`src/hdl/plm_pkg.sv`:
```
// Shared constants, types and helpers for the line configuration block.
package plm_pkg;

  // ==========================================================
  // Geometry
  localparam int PLM_LINES = 32;
  localparam int PLM_ADDR_W = 8;

  // ==========================================================
  // Register byte offsets
  localparam logic [7:0] PLM_PU_CLR_OFF = 8'h00;
  localparam logic [7:0] PLM_PU_SET_OFF = 8'h04;
  localparam logic [7:0] PLM_PU_STA_OFF = 8'h08;
  localparam logic [7:0] PLM_FA_SEL_OFF = 8'h0C;
  localparam logic [7:0] PLM_FB_SEL_OFF = 8'h10;
  localparam logic [7:0] PLM_FN_STA_OFF = 8'h14;
  localparam logic [7:0] PLM_OW_SET_OFF = 8'h18;
  localparam logic [7:0] PLM_OW_CLR_OFF = 8'h1C;
  localparam logic [7:0] PLM_OW_STA_OFF = 8'h20;
  localparam logic [7:0] PLM_LVL_OFF = 8'h24;

  // ==========================================================
  // Reset values of the per-line state
  localparam logic [31:0] PLM_PU_RST = 32'hFFFFFFFF;
  localparam logic [31:0] PLM_FN_RST = 32'h00000000;
  localparam logic [31:0] PLM_OW_RST = 32'h00000000;
  localparam logic [31:0] PLM_LVL_RST = 32'h00000000;

  // ==========================================================
  // Bus slave states
  typedef enum logic [1:0] {
    PLM_ST_IDLE = 2'h1,
    PLM_ST_ACK = 2'h2
  } plm_bus_st_t;

  // Expands byte selects into a bit mask.
  function automatic logic [31:0] plm_lanes(input logic [3:0] sel);
    logic [31:0] m;
    m = 32'h00000000;
    for (int i = 0; i < 4; i++) begin
      m[i*8 +: 8] = {8{sel[i]}};
    end
    return m;
  endfunction

  // True when a strobe targets the given register offset.
  function automatic logic plm_hit(input logic stb, input logic [7:0] adr,
                                   input logic [7:0] off);
    return stb && (adr == off);
  endfunction

endpackage

```
`src/hdl/plm_reg_if.sv`:
```
// Register access carrier between the bus slave and the register core.
`timescale 1ns/1ns
interface plm_reg_if import plm_pkg::*; ();
  logic wr_stb;
  logic rd_stb;
  logic [PLM_ADDR_W-1:0] adr;
  logic [31:0] wdata;
  logic [31:0] wmask;
  logic [31:0] rdata;

  modport bus(output wr_stb, rd_stb, adr, wdata, wmask, input rdata);
  modport core(input wr_stb, rd_stb, adr, wdata, wmask, output rdata);
endinterface

```
`src/hdl/plm_wb_slave.sv`:
```
// Classic Wishbone slave that turns bus cycles into register strobes.
`timescale 1ns/1ns
module plm_wb_slave import plm_pkg::*; (
  // Clock and reset
  input wire logic core_clk,
  input wire logic nrst,
  // Wishbone
  input wire logic wb_cyc_i,
  input wire logic wb_stb_i,
  input wire logic wb_we_i,
  input wire logic [PLM_ADDR_W-1:0] wb_adr_i,
  input wire logic [3:0] wb_sel_i,
  input wire logic [31:0] wb_dat_i,
  output logic [31:0] wb_dat_o,
  output logic wb_ack_o,
  // Register side
  plm_reg_if.bus rb
);

  plm_bus_st_t st_reg;
  logic req;

  // =========================================================
  // Request decode
  // A request is taken only in idle, so each cycle gets one strobe.
  assign req = wb_cyc_i && wb_stb_i && (st_reg == PLM_ST_IDLE);
  assign rb.wr_stb = req && wb_we_i;
  assign rb.rd_stb = req && !wb_we_i;
  assign rb.adr = {wb_adr_i[PLM_ADDR_W-1:2], 2'h0};
  assign rb.wdata = wb_dat_i;
  assign rb.wmask = plm_lanes(wb_sel_i);

  // Walks idle, then one acknowledge cycle, then back to idle.
  always_ff @(posedge core_clk or negedge nrst) begin
    if (!nrst) begin
      st_reg <= PLM_ST_IDLE;
    end else begin
      case (st_reg)
        PLM_ST_IDLE: begin
          if (req) begin
            st_reg <= PLM_ST_ACK;
          end
        end
        PLM_ST_ACK: begin
          st_reg <= PLM_ST_IDLE;
        end
        default: begin
          st_reg <= PLM_ST_IDLE;
        end
      endcase
    end
  end

  // Acknowledge pulses once, in the cycle after the request is taken.
  always_ff @(posedge core_clk or negedge nrst) begin
    if (!nrst) begin
      wb_ack_o <= 1'b0;
    end else begin
      wb_ack_o <= req;
    end
  end

  // Read data is captured together with the acknowledge.
  always_ff @(posedge core_clk or negedge nrst) begin
    if (!nrst) begin
      wb_dat_o <= 32'h00000000;
    end else if (req) begin
      wb_dat_o <= wb_we_i ? 32'h00000000 : rb.rdata;
    end
  end

endmodule

```
`src/hdl/plm_setclr_bank.sv`:
```
// Bank of per-line state bits driven by set and clear masks.
`timescale 1ns/1ns
module plm_setclr_bank #(
  parameter int W = 32,
  parameter logic [W-1:0] RST = {W{1'b0}}
) (
  // Clock and reset
  input wire logic core_clk,
  input wire logic nrst,
  // Masks, one-cycle
  input wire logic [W-1:0] set_mask,
  input wire logic [W-1:0] clr_mask,
  // State
  output logic [W-1:0] state_reg
);

  // Ones set or clear their line; zeros keep it.
  always_ff @(posedge core_clk or negedge nrst) begin
    if (!nrst) begin
      state_reg <= RST;
    end else begin
      state_reg <= (state_reg | set_mask) & ~clr_mask;
    end
  end

endmodule

```
`src/hdl/plm_top.sv`:
```
// Per-line pull-up, function select and output write mask for the I/O lines.
`timescale 1ns/1ns

module plm_top import plm_pkg::*; #(
  parameter int NLINES = PLM_LINES
) (
  // Clock and reset
  input wire logic core_clk,
  input wire logic nrst,
  // Wishbone slave
  input wire logic wb_cyc_i,
  input wire logic wb_stb_i,
  input wire logic wb_we_i,
  input wire logic [PLM_ADDR_W-1:0] wb_adr_i,
  input wire logic [3:0] wb_sel_i,
  input wire logic [31:0] wb_dat_i,
  output logic [31:0] wb_dat_o,
  output logic wb_ack_o,
  // Pad controls, one bit per line
  output logic [NLINES-1:0] line_pullup_en,
  output logic [NLINES-1:0] line_func_b,
  output logic [NLINES-1:0] line_out_level
);

  // =========================================================
  // Bus slave
  plm_reg_if rif();

  plm_wb_slave u_bus (
    .core_clk(core_clk),
    .nrst(nrst),
    .wb_cyc_i(wb_cyc_i),
    .wb_stb_i(wb_stb_i),
    .wb_we_i(wb_we_i),
    .wb_adr_i(wb_adr_i),
    .wb_sel_i(wb_sel_i),
    .wb_dat_i(wb_dat_i),
    .wb_dat_o(wb_dat_o),
    .wb_ack_o(wb_ack_o),
    .rb(rif.bus)
  );

  // =========================================================
  // Write masks
  logic [NLINES-1:0] wd;
  logic [NLINES-1:0] lane_m;
  logic [NLINES-1:0] pu_set_m;
  logic [NLINES-1:0] pu_clr_m;
  logic [NLINES-1:0] fa_m;
  logic [NLINES-1:0] fb_m;
  logic [NLINES-1:0] ow_set_m;
  logic [NLINES-1:0] ow_clr_m;
  logic [NLINES-1:0] pu_en_reg;
  logic [NLINES-1:0] func_b_reg;
  logic [NLINES-1:0] ow_en_reg;
  logic [NLINES-1:0] lvl_reg;
  logic lvl_wr;

  // Bit n of the bus word drives line n, gated by byte lanes.
  assign lane_m = rif.wmask[NLINES-1:0];
  assign wd = rif.wdata[NLINES-1:0] & lane_m;

  // Each write-only register turns its ones into a one-cycle mask.
  assign pu_clr_m = plm_hit(rif.wr_stb, rif.adr, PLM_PU_CLR_OFF) ? wd : '0;
  assign pu_set_m = plm_hit(rif.wr_stb, rif.adr, PLM_PU_SET_OFF) ? wd : '0;
  assign fa_m = plm_hit(rif.wr_stb, rif.adr, PLM_FA_SEL_OFF) ? wd : '0;
  assign fb_m = plm_hit(rif.wr_stb, rif.adr, PLM_FB_SEL_OFF) ? wd : '0;
  assign ow_set_m = plm_hit(rif.wr_stb, rif.adr, PLM_OW_SET_OFF) ? wd : '0;
  assign ow_clr_m = plm_hit(rif.wr_stb, rif.adr, PLM_OW_CLR_OFF) ? wd : '0;
  assign lvl_wr = plm_hit(rif.wr_stb, rif.adr, PLM_LVL_OFF);

  // =========================================================
  // Per-line state, one shared bit per setting
  // Pull-up enable: set register raises, clear register drops.
  plm_setclr_bank #(.W(NLINES), .RST(PLM_PU_RST[NLINES-1:0])) u_pu (
    .core_clk(core_clk),
    .nrst(nrst),
    .set_mask(pu_set_m),
    .clr_mask(pu_clr_m),
    .state_reg(pu_en_reg)
  );

  // Function select: one means B, so B raises and A drops.
  plm_setclr_bank #(.W(NLINES), .RST(PLM_FN_RST[NLINES-1:0])) u_fn (
    .core_clk(core_clk),
    .nrst(nrst),
    .set_mask(fb_m),
    .clr_mask(fa_m),
    .state_reg(func_b_reg)
  );

  // Output write mask: one lets level writes reach the line.
  plm_setclr_bank #(.W(NLINES), .RST(PLM_OW_RST[NLINES-1:0])) u_ow (
    .core_clk(core_clk),
    .nrst(nrst),
    .set_mask(ow_set_m),
    .clr_mask(ow_clr_m),
    .state_reg(ow_en_reg)
  );

  // =========================================================
  // Output level register
  // Only lines whose write mask is set take the new level.
  always_ff @(posedge core_clk or negedge nrst) begin
    if (!nrst) begin
      lvl_reg <= PLM_LVL_RST[NLINES-1:0];
    end else if (lvl_wr) begin
      lvl_reg <= (lvl_reg & ~(ow_en_reg & lane_m)) | (wd & ow_en_reg);
    end
  end

  // =========================================================
  // Read mux
  // Status registers show the shared bits, pull-up inverted; write-only ones read zero.
  always_comb begin
    case (rif.adr)
      PLM_PU_STA_OFF: begin
        rif.rdata = 32'(~pu_en_reg);
      end
      PLM_FN_STA_OFF: begin
        rif.rdata = 32'(func_b_reg);
      end
      PLM_OW_STA_OFF: begin
        rif.rdata = 32'(ow_en_reg);
      end
      PLM_LVL_OFF: begin
        rif.rdata = 32'(lvl_reg);
      end
      default: begin
        rif.rdata = 32'h00000000;
      end
    endcase
  end

  // Pad controls come straight from the state flops.
  assign line_pullup_en = pu_en_reg;
  assign line_func_b = func_b_reg;
  assign line_out_level = lvl_reg;

  logic rd_pu;
  logic rd_fn;
  logic rd_ow;
  logic rd_wo;
  logic rd_lvl;

  // Read requests by target, for checks on the returned word.
  assign rd_pu = plm_hit(rif.rd_stb, rif.adr, PLM_PU_STA_OFF);
  assign rd_fn = plm_hit(rif.rd_stb, rif.adr, PLM_FN_STA_OFF);
  assign rd_ow = plm_hit(rif.rd_stb, rif.adr, PLM_OW_STA_OFF);
  assign rd_lvl = plm_hit(rif.rd_stb, rif.adr, PLM_LVL_OFF);
  assign rd_wo = rif.rd_stb && !rd_pu && !rd_fn && !rd_ow
                 && (rif.adr != PLM_LVL_OFF);

  // =========================================================
  // Per-line checks
  // A line whose bit is zero in both masks keeps its setting.
  for (genvar n = 0; n < NLINES; n++) begin : g_line

  end
endmodule

```
`config.mk`:
```
export PLATFORM = sky130hd
export DESIGN_NAME = plm_top
export DESIGN_NICKNAME = d
export VERILOG_FILES = /design/src/hdl/plm_pkg.sv /design/src/hdl/plm_reg_if.sv /design/src/hdl/plm_wb_slave.sv /design/src/hdl/plm_setclr_bank.sv /design/src/hdl/plm_top.sv
export SDC_FILE = /design/constraint.sdc
export NUM_CORES = 1
export LEC_CHECK = 0
export ABC_CLOCK_PERIOD_IN_PS = 3300
export BUFFER_PORTS_ARGS = -buffer_cell sky130_fd_sc_hd__buf_4
export CORE_MARGIN = 8
export CORE_UTILIZATION = 60
export CTS_BUF_LIST = sky130_fd_sc_hd__clkbuf_8
export CTS_CLUSTER_SIZE = 25
export DETAILED_ROUTE_END_ITERATION = 10
export PLACE_DENSITY_LB_ADDON = 0.08
export SLEW_MARGIN = 5
export SYNTH_ARGS = -nofsm -noshare
export SYNTH_HDL_FRONTEND = slang
export SYNTH_SLANG_ARGS = --single-unit
```
`constraint.sdc`:
```
create_clock -name core_clk -period 3.3 [get_ports core_clk]
set_input_delay 0.33 -clock core_clk [delete_from_list [all_inputs] [get_ports core_clk]]
set_output_delay 0.33 -clock core_clk [all_outputs]
set_load 0.02 [all_outputs]
```
# Yosys cells after proc, flatten, opt, wreduce, memory -nomap -nowiden
# Cells that the tools add are included.
dict set report totals {
  register_bits 163
  output_inout_bits 129
  wordCells 55
  in_bits 49
}
dict set report op_classes {
  eq_ne 11
  bitwise 16
  n_mux 10
  reduce_logical 11
}
# op count
set ops {}
lappend ops {{32-bit AND} 7}
lappend ops {{32-bit two-way mux} 7}
lappend ops {{32-bit inverter} 5}
lappend ops {{32-bit bitwise OR} 4}
lappend ops {{32-bit case mux with 4 select lines} 1}
lappend ops {{6-bit by 3-bit equality test with 1-bit output, second input constant} 4}
lappend ops {{6-bit by 2-bit equality test with 1-bit output, second input constant} 2}
lappend ops {{6-bit by 4-bit equality test with 1-bit output, second input constant} 2}
lappend ops {{1-bit logical AND} 10}
lappend ops {{8-bit zero test} 1}
lappend ops {{6-bit by 1-bit equality test with 1-bit output, second input constant} 1}
lappend ops {{2-bit two-way mux} 2}
lappend ops {{2-bit by 1-bit equality test with 1-bit output, second input constant} 1}
lappend ops {{2-bit by 1-bit != test with 1-bit output, second input constant} 1}

# Logic depth before layout (Yosys ltp)
dict set report depth {
  depth_word 7
  depth_mapped 7
  ltp_nobuf 5
}

# Cells and area by module
# A second synthesis with hierarchy kept.
dict set report unflattened {
  hier_cells 922
  area_unflattened_um2 9213.8
}
# mod n_inst area_each_um2 cells_per_inst seq_area_each_um2
set modules_own_cells {}
lappend modules_own_cells {plm_top 1 3602.2 547 800.8}
lappend modules_own_cells {{plm_setclr_bank (u_fn ...)} 2 1121.1 64 800.8}
lappend modules_own_cells {plm_wb_slave 1 2208.4 183 877.1}
lappend modules_own_cells {{plm_setclr_bank (u_pu)} 1 1161.1 64 840.8}

# Worst setup path after synthesis
# No wires, ideal clock.
dict set report synth_timing {
  path_type {register -> register}
  startpoint {register u_bus.st_reg[0]}
  endpoint {register lvl_reg[24], in the netlist line_out_level[24]}
  setup_time_ps 125
  synth_period_minus_slack_ps 1877
  slack_ps 1423
  stages_incl_launch_ff 6
  arrival_ps 1752
  path_buffers 1
  required_time_ps 3175
  path_cell_list {dfstp_2 nand4b_1 nor4_4 buf_6 nand3_1 mux2_4}
}
dict set report synth_via {
  elab_chain_cells 4
}
# element line_no
set synth_lines {}
lappend synth_lines {{start, declared} plm_wb_slave.sv:20} ;# plm_bus_st_t st_reg;
lappend synth_lines {{start signal, assigned} plm_wb_slave.sv:36} ;# st_reg <= PLM_ST_IDLE;
lappend synth_lines {{start signal, assigned} plm_wb_slave.sv:41} ;# st_reg <= PLM_ST_ACK;
lappend synth_lines {{start signal, assigned} plm_wb_slave.sv:45} ;# st_reg <= PLM_ST_IDLE;
lappend synth_lines {{2-bit by 1-bit equality test with 1-bit output} plm_wb_slave.sv:26} ;# assign req = wb_cyc_i && wb_stb_i && (st_reg == PLM_ST_IDLE);
lappend synth_lines {{1-bit logical AND} plm_wb_slave.sv:26}
lappend synth_lines {{1-bit logical AND} plm_wb_slave.sv:27} ;# assign rb.wr_stb = req && wb_we_i;
lappend synth_lines {{1-bit logical AND} plm_pkg.sv:49} ;# return stb && (adr == off);
lappend synth_lines {{end signal, assigned} plm_top.sv:106} ;# lvl_reg <= PLM_LVL_RST[NLINES-1:0];
lappend synth_lines {{end signal, assigned} plm_top.sv:108} ;# lvl_reg <= (lvl_reg & ~(ow_en_reg & lane_m)) | (wd & ow_en_reg);
lappend synth_lines {{end, declared} plm_top.sv:56} ;# logic [NLINES-1:0] lvl_reg;
# No other way between the ends.
# A chain may end at the register's enable or synchronous reset.

# Final worst setup path
dict set report layout_timing {
  startpoint {register u_bus.st_reg[0]}
  endpoint {register u_ow.state_reg[15]}
}
dict set report layout_via {
  elab_chain_cells 7
  word_cells_on_any_way 10
  cone_classes {1 x eq/ne; 2 x mux; 3 x bitwise; 4 x reduce/logical}
}
# element line_no
set layout_lines {}
lappend layout_lines {{2-bit by 1-bit equality test with 1-bit output *} plm_wb_slave.sv:26}
lappend layout_lines {{1-bit logical AND *} plm_wb_slave.sv:26}
lappend layout_lines {{1-bit logical AND *} plm_wb_slave.sv:27}
lappend layout_lines {{1-bit logical AND} plm_pkg.sv:49}
lappend layout_lines {{32-bit two-way mux, on equally long branches} {plm_top.sv:68, plm_top.sv:69}}
lappend layout_lines {{32-bit bitwise OR or 32-bit inverter (tied branches)} plm_setclr_bank.sv:22} ;# state_reg <= (state_reg | set_mask) & ~clr_mask;
lappend layout_lines {{32-bit AND *} plm_setclr_bank.sv:22}
lappend layout_lines {{end signal, assigned} plm_setclr_bank.sv:22}
lappend layout_lines {{end, declared} plm_setclr_bank.sv:14} ;# output logic [W-1:0] state_reg
# Mark *: on every way between the ends. The rest lies on a longest branch, timed or not.

==> flow_results.org <==
** Run status
- Status :: complete, no violations

** Worst setup path
- For the worst flop-to-flop path, the logic depth is 6.
- Reg-to-reg setup timing slack :: 0.59 ns
- Worst-path maximum fanout :: 38
- Tracing the worst setup path back leads to its startpoint at u_bus.st_reg[0].
- Worst R2R Start :: u_bus.st_reg[0]
- For the worst setup path, the data required time is ~3.7 ns.
- R2R Path End :: u_ow.state_reg[15]
- Category of the critical setup timing path :: flop to flop
- Nature of the critical path endpoint :: flop
- STA puts the critical path data arrival time at about 3.1 ns.
- Worst setup SP type :: flop

** Logic synthesis
- In the post-synthesis netlist, the biggest area contributors are sky130_fd_sc_hd__dfrtp_1 42%, sky130_fd_sc_hd__a21oi_1 12%, sky130_fd_sc_hd__dfstp_2 11%.
- The largest total area in the synthesized netlist belongs to sky130_fd_sc_hd__dfrtp_1.
- In the synthesized netlist, the number of instances is 718.
- The number of different library cells used by synthesis comes to 29.
- The synthesized design contains 0 enable-type register cells.
- Sequential elements use 53.58% of the synthesized area.
- Net count of the mapped netlist :: 767
- The most used flip-flop cell after synthesis is sky130_fd_sc_hd__dfrtp_1.
- Warnings from Yosys :: 0
- Synth Area per Inst :: 10.71 um2
- The mapped netlist covers between 7000 and 8000 um2.
- Ys async rst share :: 100.0%
- In this run the biggest area consumer among cell types represents 42.30% of the synthesized area.
- Flop and latch count out of synthesis :: ~160

** Timing
- Unrepaired setup endpoints after global routing :: no
- For the finished layout, the period the worst path requires is 2.711 ns.
- Slew of the pin with the lowest slew margin :: 0.8912 ns
- Max-slew violation total from the final report :: 0
- Max Clock Skew :: 0.004222 ns
- Max-Slew Margin vs Limit :: 40.14%
- For the final routed database, the setup TNS stands at 0 ns.
- Total count of hold-check failures in the final report :: 0
- F_max :: 368.9 MHz
- Across all hold checks on the routed design, the worst slack comes to 0.09334 ns.
- Setup violations remaining at the end of the flow were counted as 0.
- Crit share post-route :: between 80 and 90%

** Cells and area
- Most frequent standard cell in the layout excluding fill and tap cells :: sky130_fd_sc_hd__buf_4
- Area used by sequential logic in the layout :: 4120 um2
- In the layout the commonest cells are 189 x sky130_fd_sc_hd__buf_4, 183 x sky130_fd_sc_hd__a21oi_1, 130 x sky130_fd_sc_hd__dfrtp_1, 34 x sky130_fd_sc_hd__mux2_2, 34 x sky130_fd_sc_hd__nor3_1.
- Area of the multi-input gates :: around 3200 um2
- At the end of the flow the core is filled with cells to between 70% and 80%.
- Synth-to-Final Area Change :: 23.48%
- Number of antenna repair diodes :: 0
- In the final layout, the share of cells above drive strength 1 is 40.02%.
- The layout has 896 filler cells.
- The final layout contains 898 nets.

** Flow run
- The tool flagged a number of max-cap violations equal to 0.

** CTS
- Latest clock arrival within the worst-skew pair :: 0.47 ns
- Clock transition at the registers of the reported paths :: 0.08 ns
- Number of buffers added by the clock tree synthesis step :: 17
- TritonCTS built the clock tree.
- The H-tree was split into 4 levels.
- Clock tree sinks :: 163
- Worst-case clock buffer depth :: 2
- In this run the clock root is driven by a sky130_fd_sc_hd__clkbuf_8.

** Die
- around 180 I/O pins were placed.
- After floorplanning, the core was sized to cover 12,570 um2.
- The floorplan has 41 rows.
- For this configuration, the core starts out at a cell density of 61.18%.
- Vertical extent of the die :: 129.2 um
- Die Area :: 16,700 um2
- In this run the horizontal extent of the chip is 129.2 um.

** Placement
- Routability-driven placement finished with a final weighted congestion of 0.8208.
- Buffers placed on the I/O ports in this run total 175.
- Post-DP HPWL :: around 15,000 um

** Worst hold path
- The startpoint identified for the worst hold timing path is wb_dat_i[19].
- Hold Crit Class :: input pin to flop
- Worst hold path stage count :: 2
- The worst hold path terminates at line_out_level[19].

** Power and ir drop
- Pwr per Cell Area :: 424.3 nW/um2
- Power comes to slightly above 4000 uW.
- Static Leak :: 0.004473 uW
- Worst vdd ir :: between 200 and 250 uV

** Route
- Dividing the detail-routed wire length by the instance count gives 22.29 um.
- For this run, design rule violations remaining after detail routing come to 0.
- Drt total wl :: 23,050 um
- Number of DRC violations after detailed-routing iteration 0 :: 532
- Antenna-violating nets left :: 0
- Detailed-router iteration count before antenna repair :: 5
- For this block, the via count after detailed routing is 6,485.
- Dividing the detail-routed via count by the number of cells gives 6.272.

** Global routing
- Total congestion overflow after global routing :: 0
- The number of global-route vias before repair was around 6,800.
- The number of antenna violations at the first check in global routing came to 0.
- Wire length of the first global-routing pass :: 36,100 um
- Pin count of the biggest net entering global routing :: 86
- Across every metal layer, demand over resource in global routing totals approximately 28%.
## cell families (layout without fill, tap and decap cells)
logic type / after synthesis / after routing / share of synthesized area [%]
buf+inv: 85 / 229 / 5.613
flops: 163 / 163 / 53.58
mux: 64 / 64 / 10.84
simple gates: 149 / 149 / 11.19
compound gates: 257 / 257 / 18.78
## cell type report
type | count | share of cell area, %
multi-input cells | 470 | 33.59
inverters | 3 | 0.1186
flip-flops and latches | 163 | 43.39
clock inverters | 12 | 1.937
repair buffers | 194 | 15.80
clock buffers | 20 | 2.899
well taps | 172 | 2.266
## where the power goes
| group | switching (uW) | internal [uW] |
|---|---|---|
| clock | 716 | 950 |
| combinational | 201 | 106 |
| sequential | 24.6 | 2030 |
| total | 942 | 3090 |
## worst max-delay path by stage
| stage | slack, ns | end |
|---|---|---|
| global route | 0.52 | u_ow.state_reg[24] |
| finish | 0.59 | u_ow.state_reg[15] |
| detailed placement | 0.57 | u_bus.wb_dat_o[30] |
| CTS | 0.66 | u_ow.state_reg[15] |
| global placement | 0.60 | u_bus.wb_dat_o[27] |
| floorplan | 1.42 | line_out_level[24] |
## through the flow
stage / setup WS (ns) / cells / cell area (um2)
after floorplan: 1.423 / 718 / 7690
after global placement: 0.5963 / 1001 / 9026
after detailed placement: 0.5650 / 1001 / 9026
after CTS: 0.6574 / 1034 / 9495
after global routing: 0.5225 / 1034 / 9495
final: 0.5895 / 1034 / 9495
## timing repair
action | in CTS | in global routing
hold buffers | 1 | 0
setup buffers | 0 | 0
resized for setup | 0 | 0
hold endpoints to repair | 63 | 0
## critical path, cell delays in order (launching register included)
cell	delay, ns
sky130_fd_sc_hd__dfstp_2	0.52
sky130_fd_sc_hd__nand4b_1	0.17
sky130_fd_sc_hd__buf_4	0.34
sky130_fd_sc_hd__nor4_4	0.85
sky130_fd_sc_hd__buf_4	0.43
sky130_fd_sc_hd__a21oi_1	0.12
sky130_fd_sc_hd__a21oi_1	0.15
## routing by layer
metal | part of all wire (%) | track usage [%] | routed length, um | vias up
li1 | - | - | - | 2834
met1 | 38 | 33.72 | 8765 | 3215
met2 | 50 | 46.26 | 11520 | 381
met3 | 9.2 | 6.656 | 2120 | 55
met4 | 2.8 | 13.13 | 642 | 0
met5 | 0 | 0 | 0 | -
## cell usage after synthesis, drive strengths merged (4+ instances only)
cell / number
o21ai: 32
and2: 32
nor3: 34
mux2: 64
nand3: 32
a221oi: 32
dfstp: 33
a21oi: 192
nand2: 32
clkbuf: 25
nor2: 4
nor4: 5
dfrtp: 130
buf: 57
(Power assumes the default switching activity.)
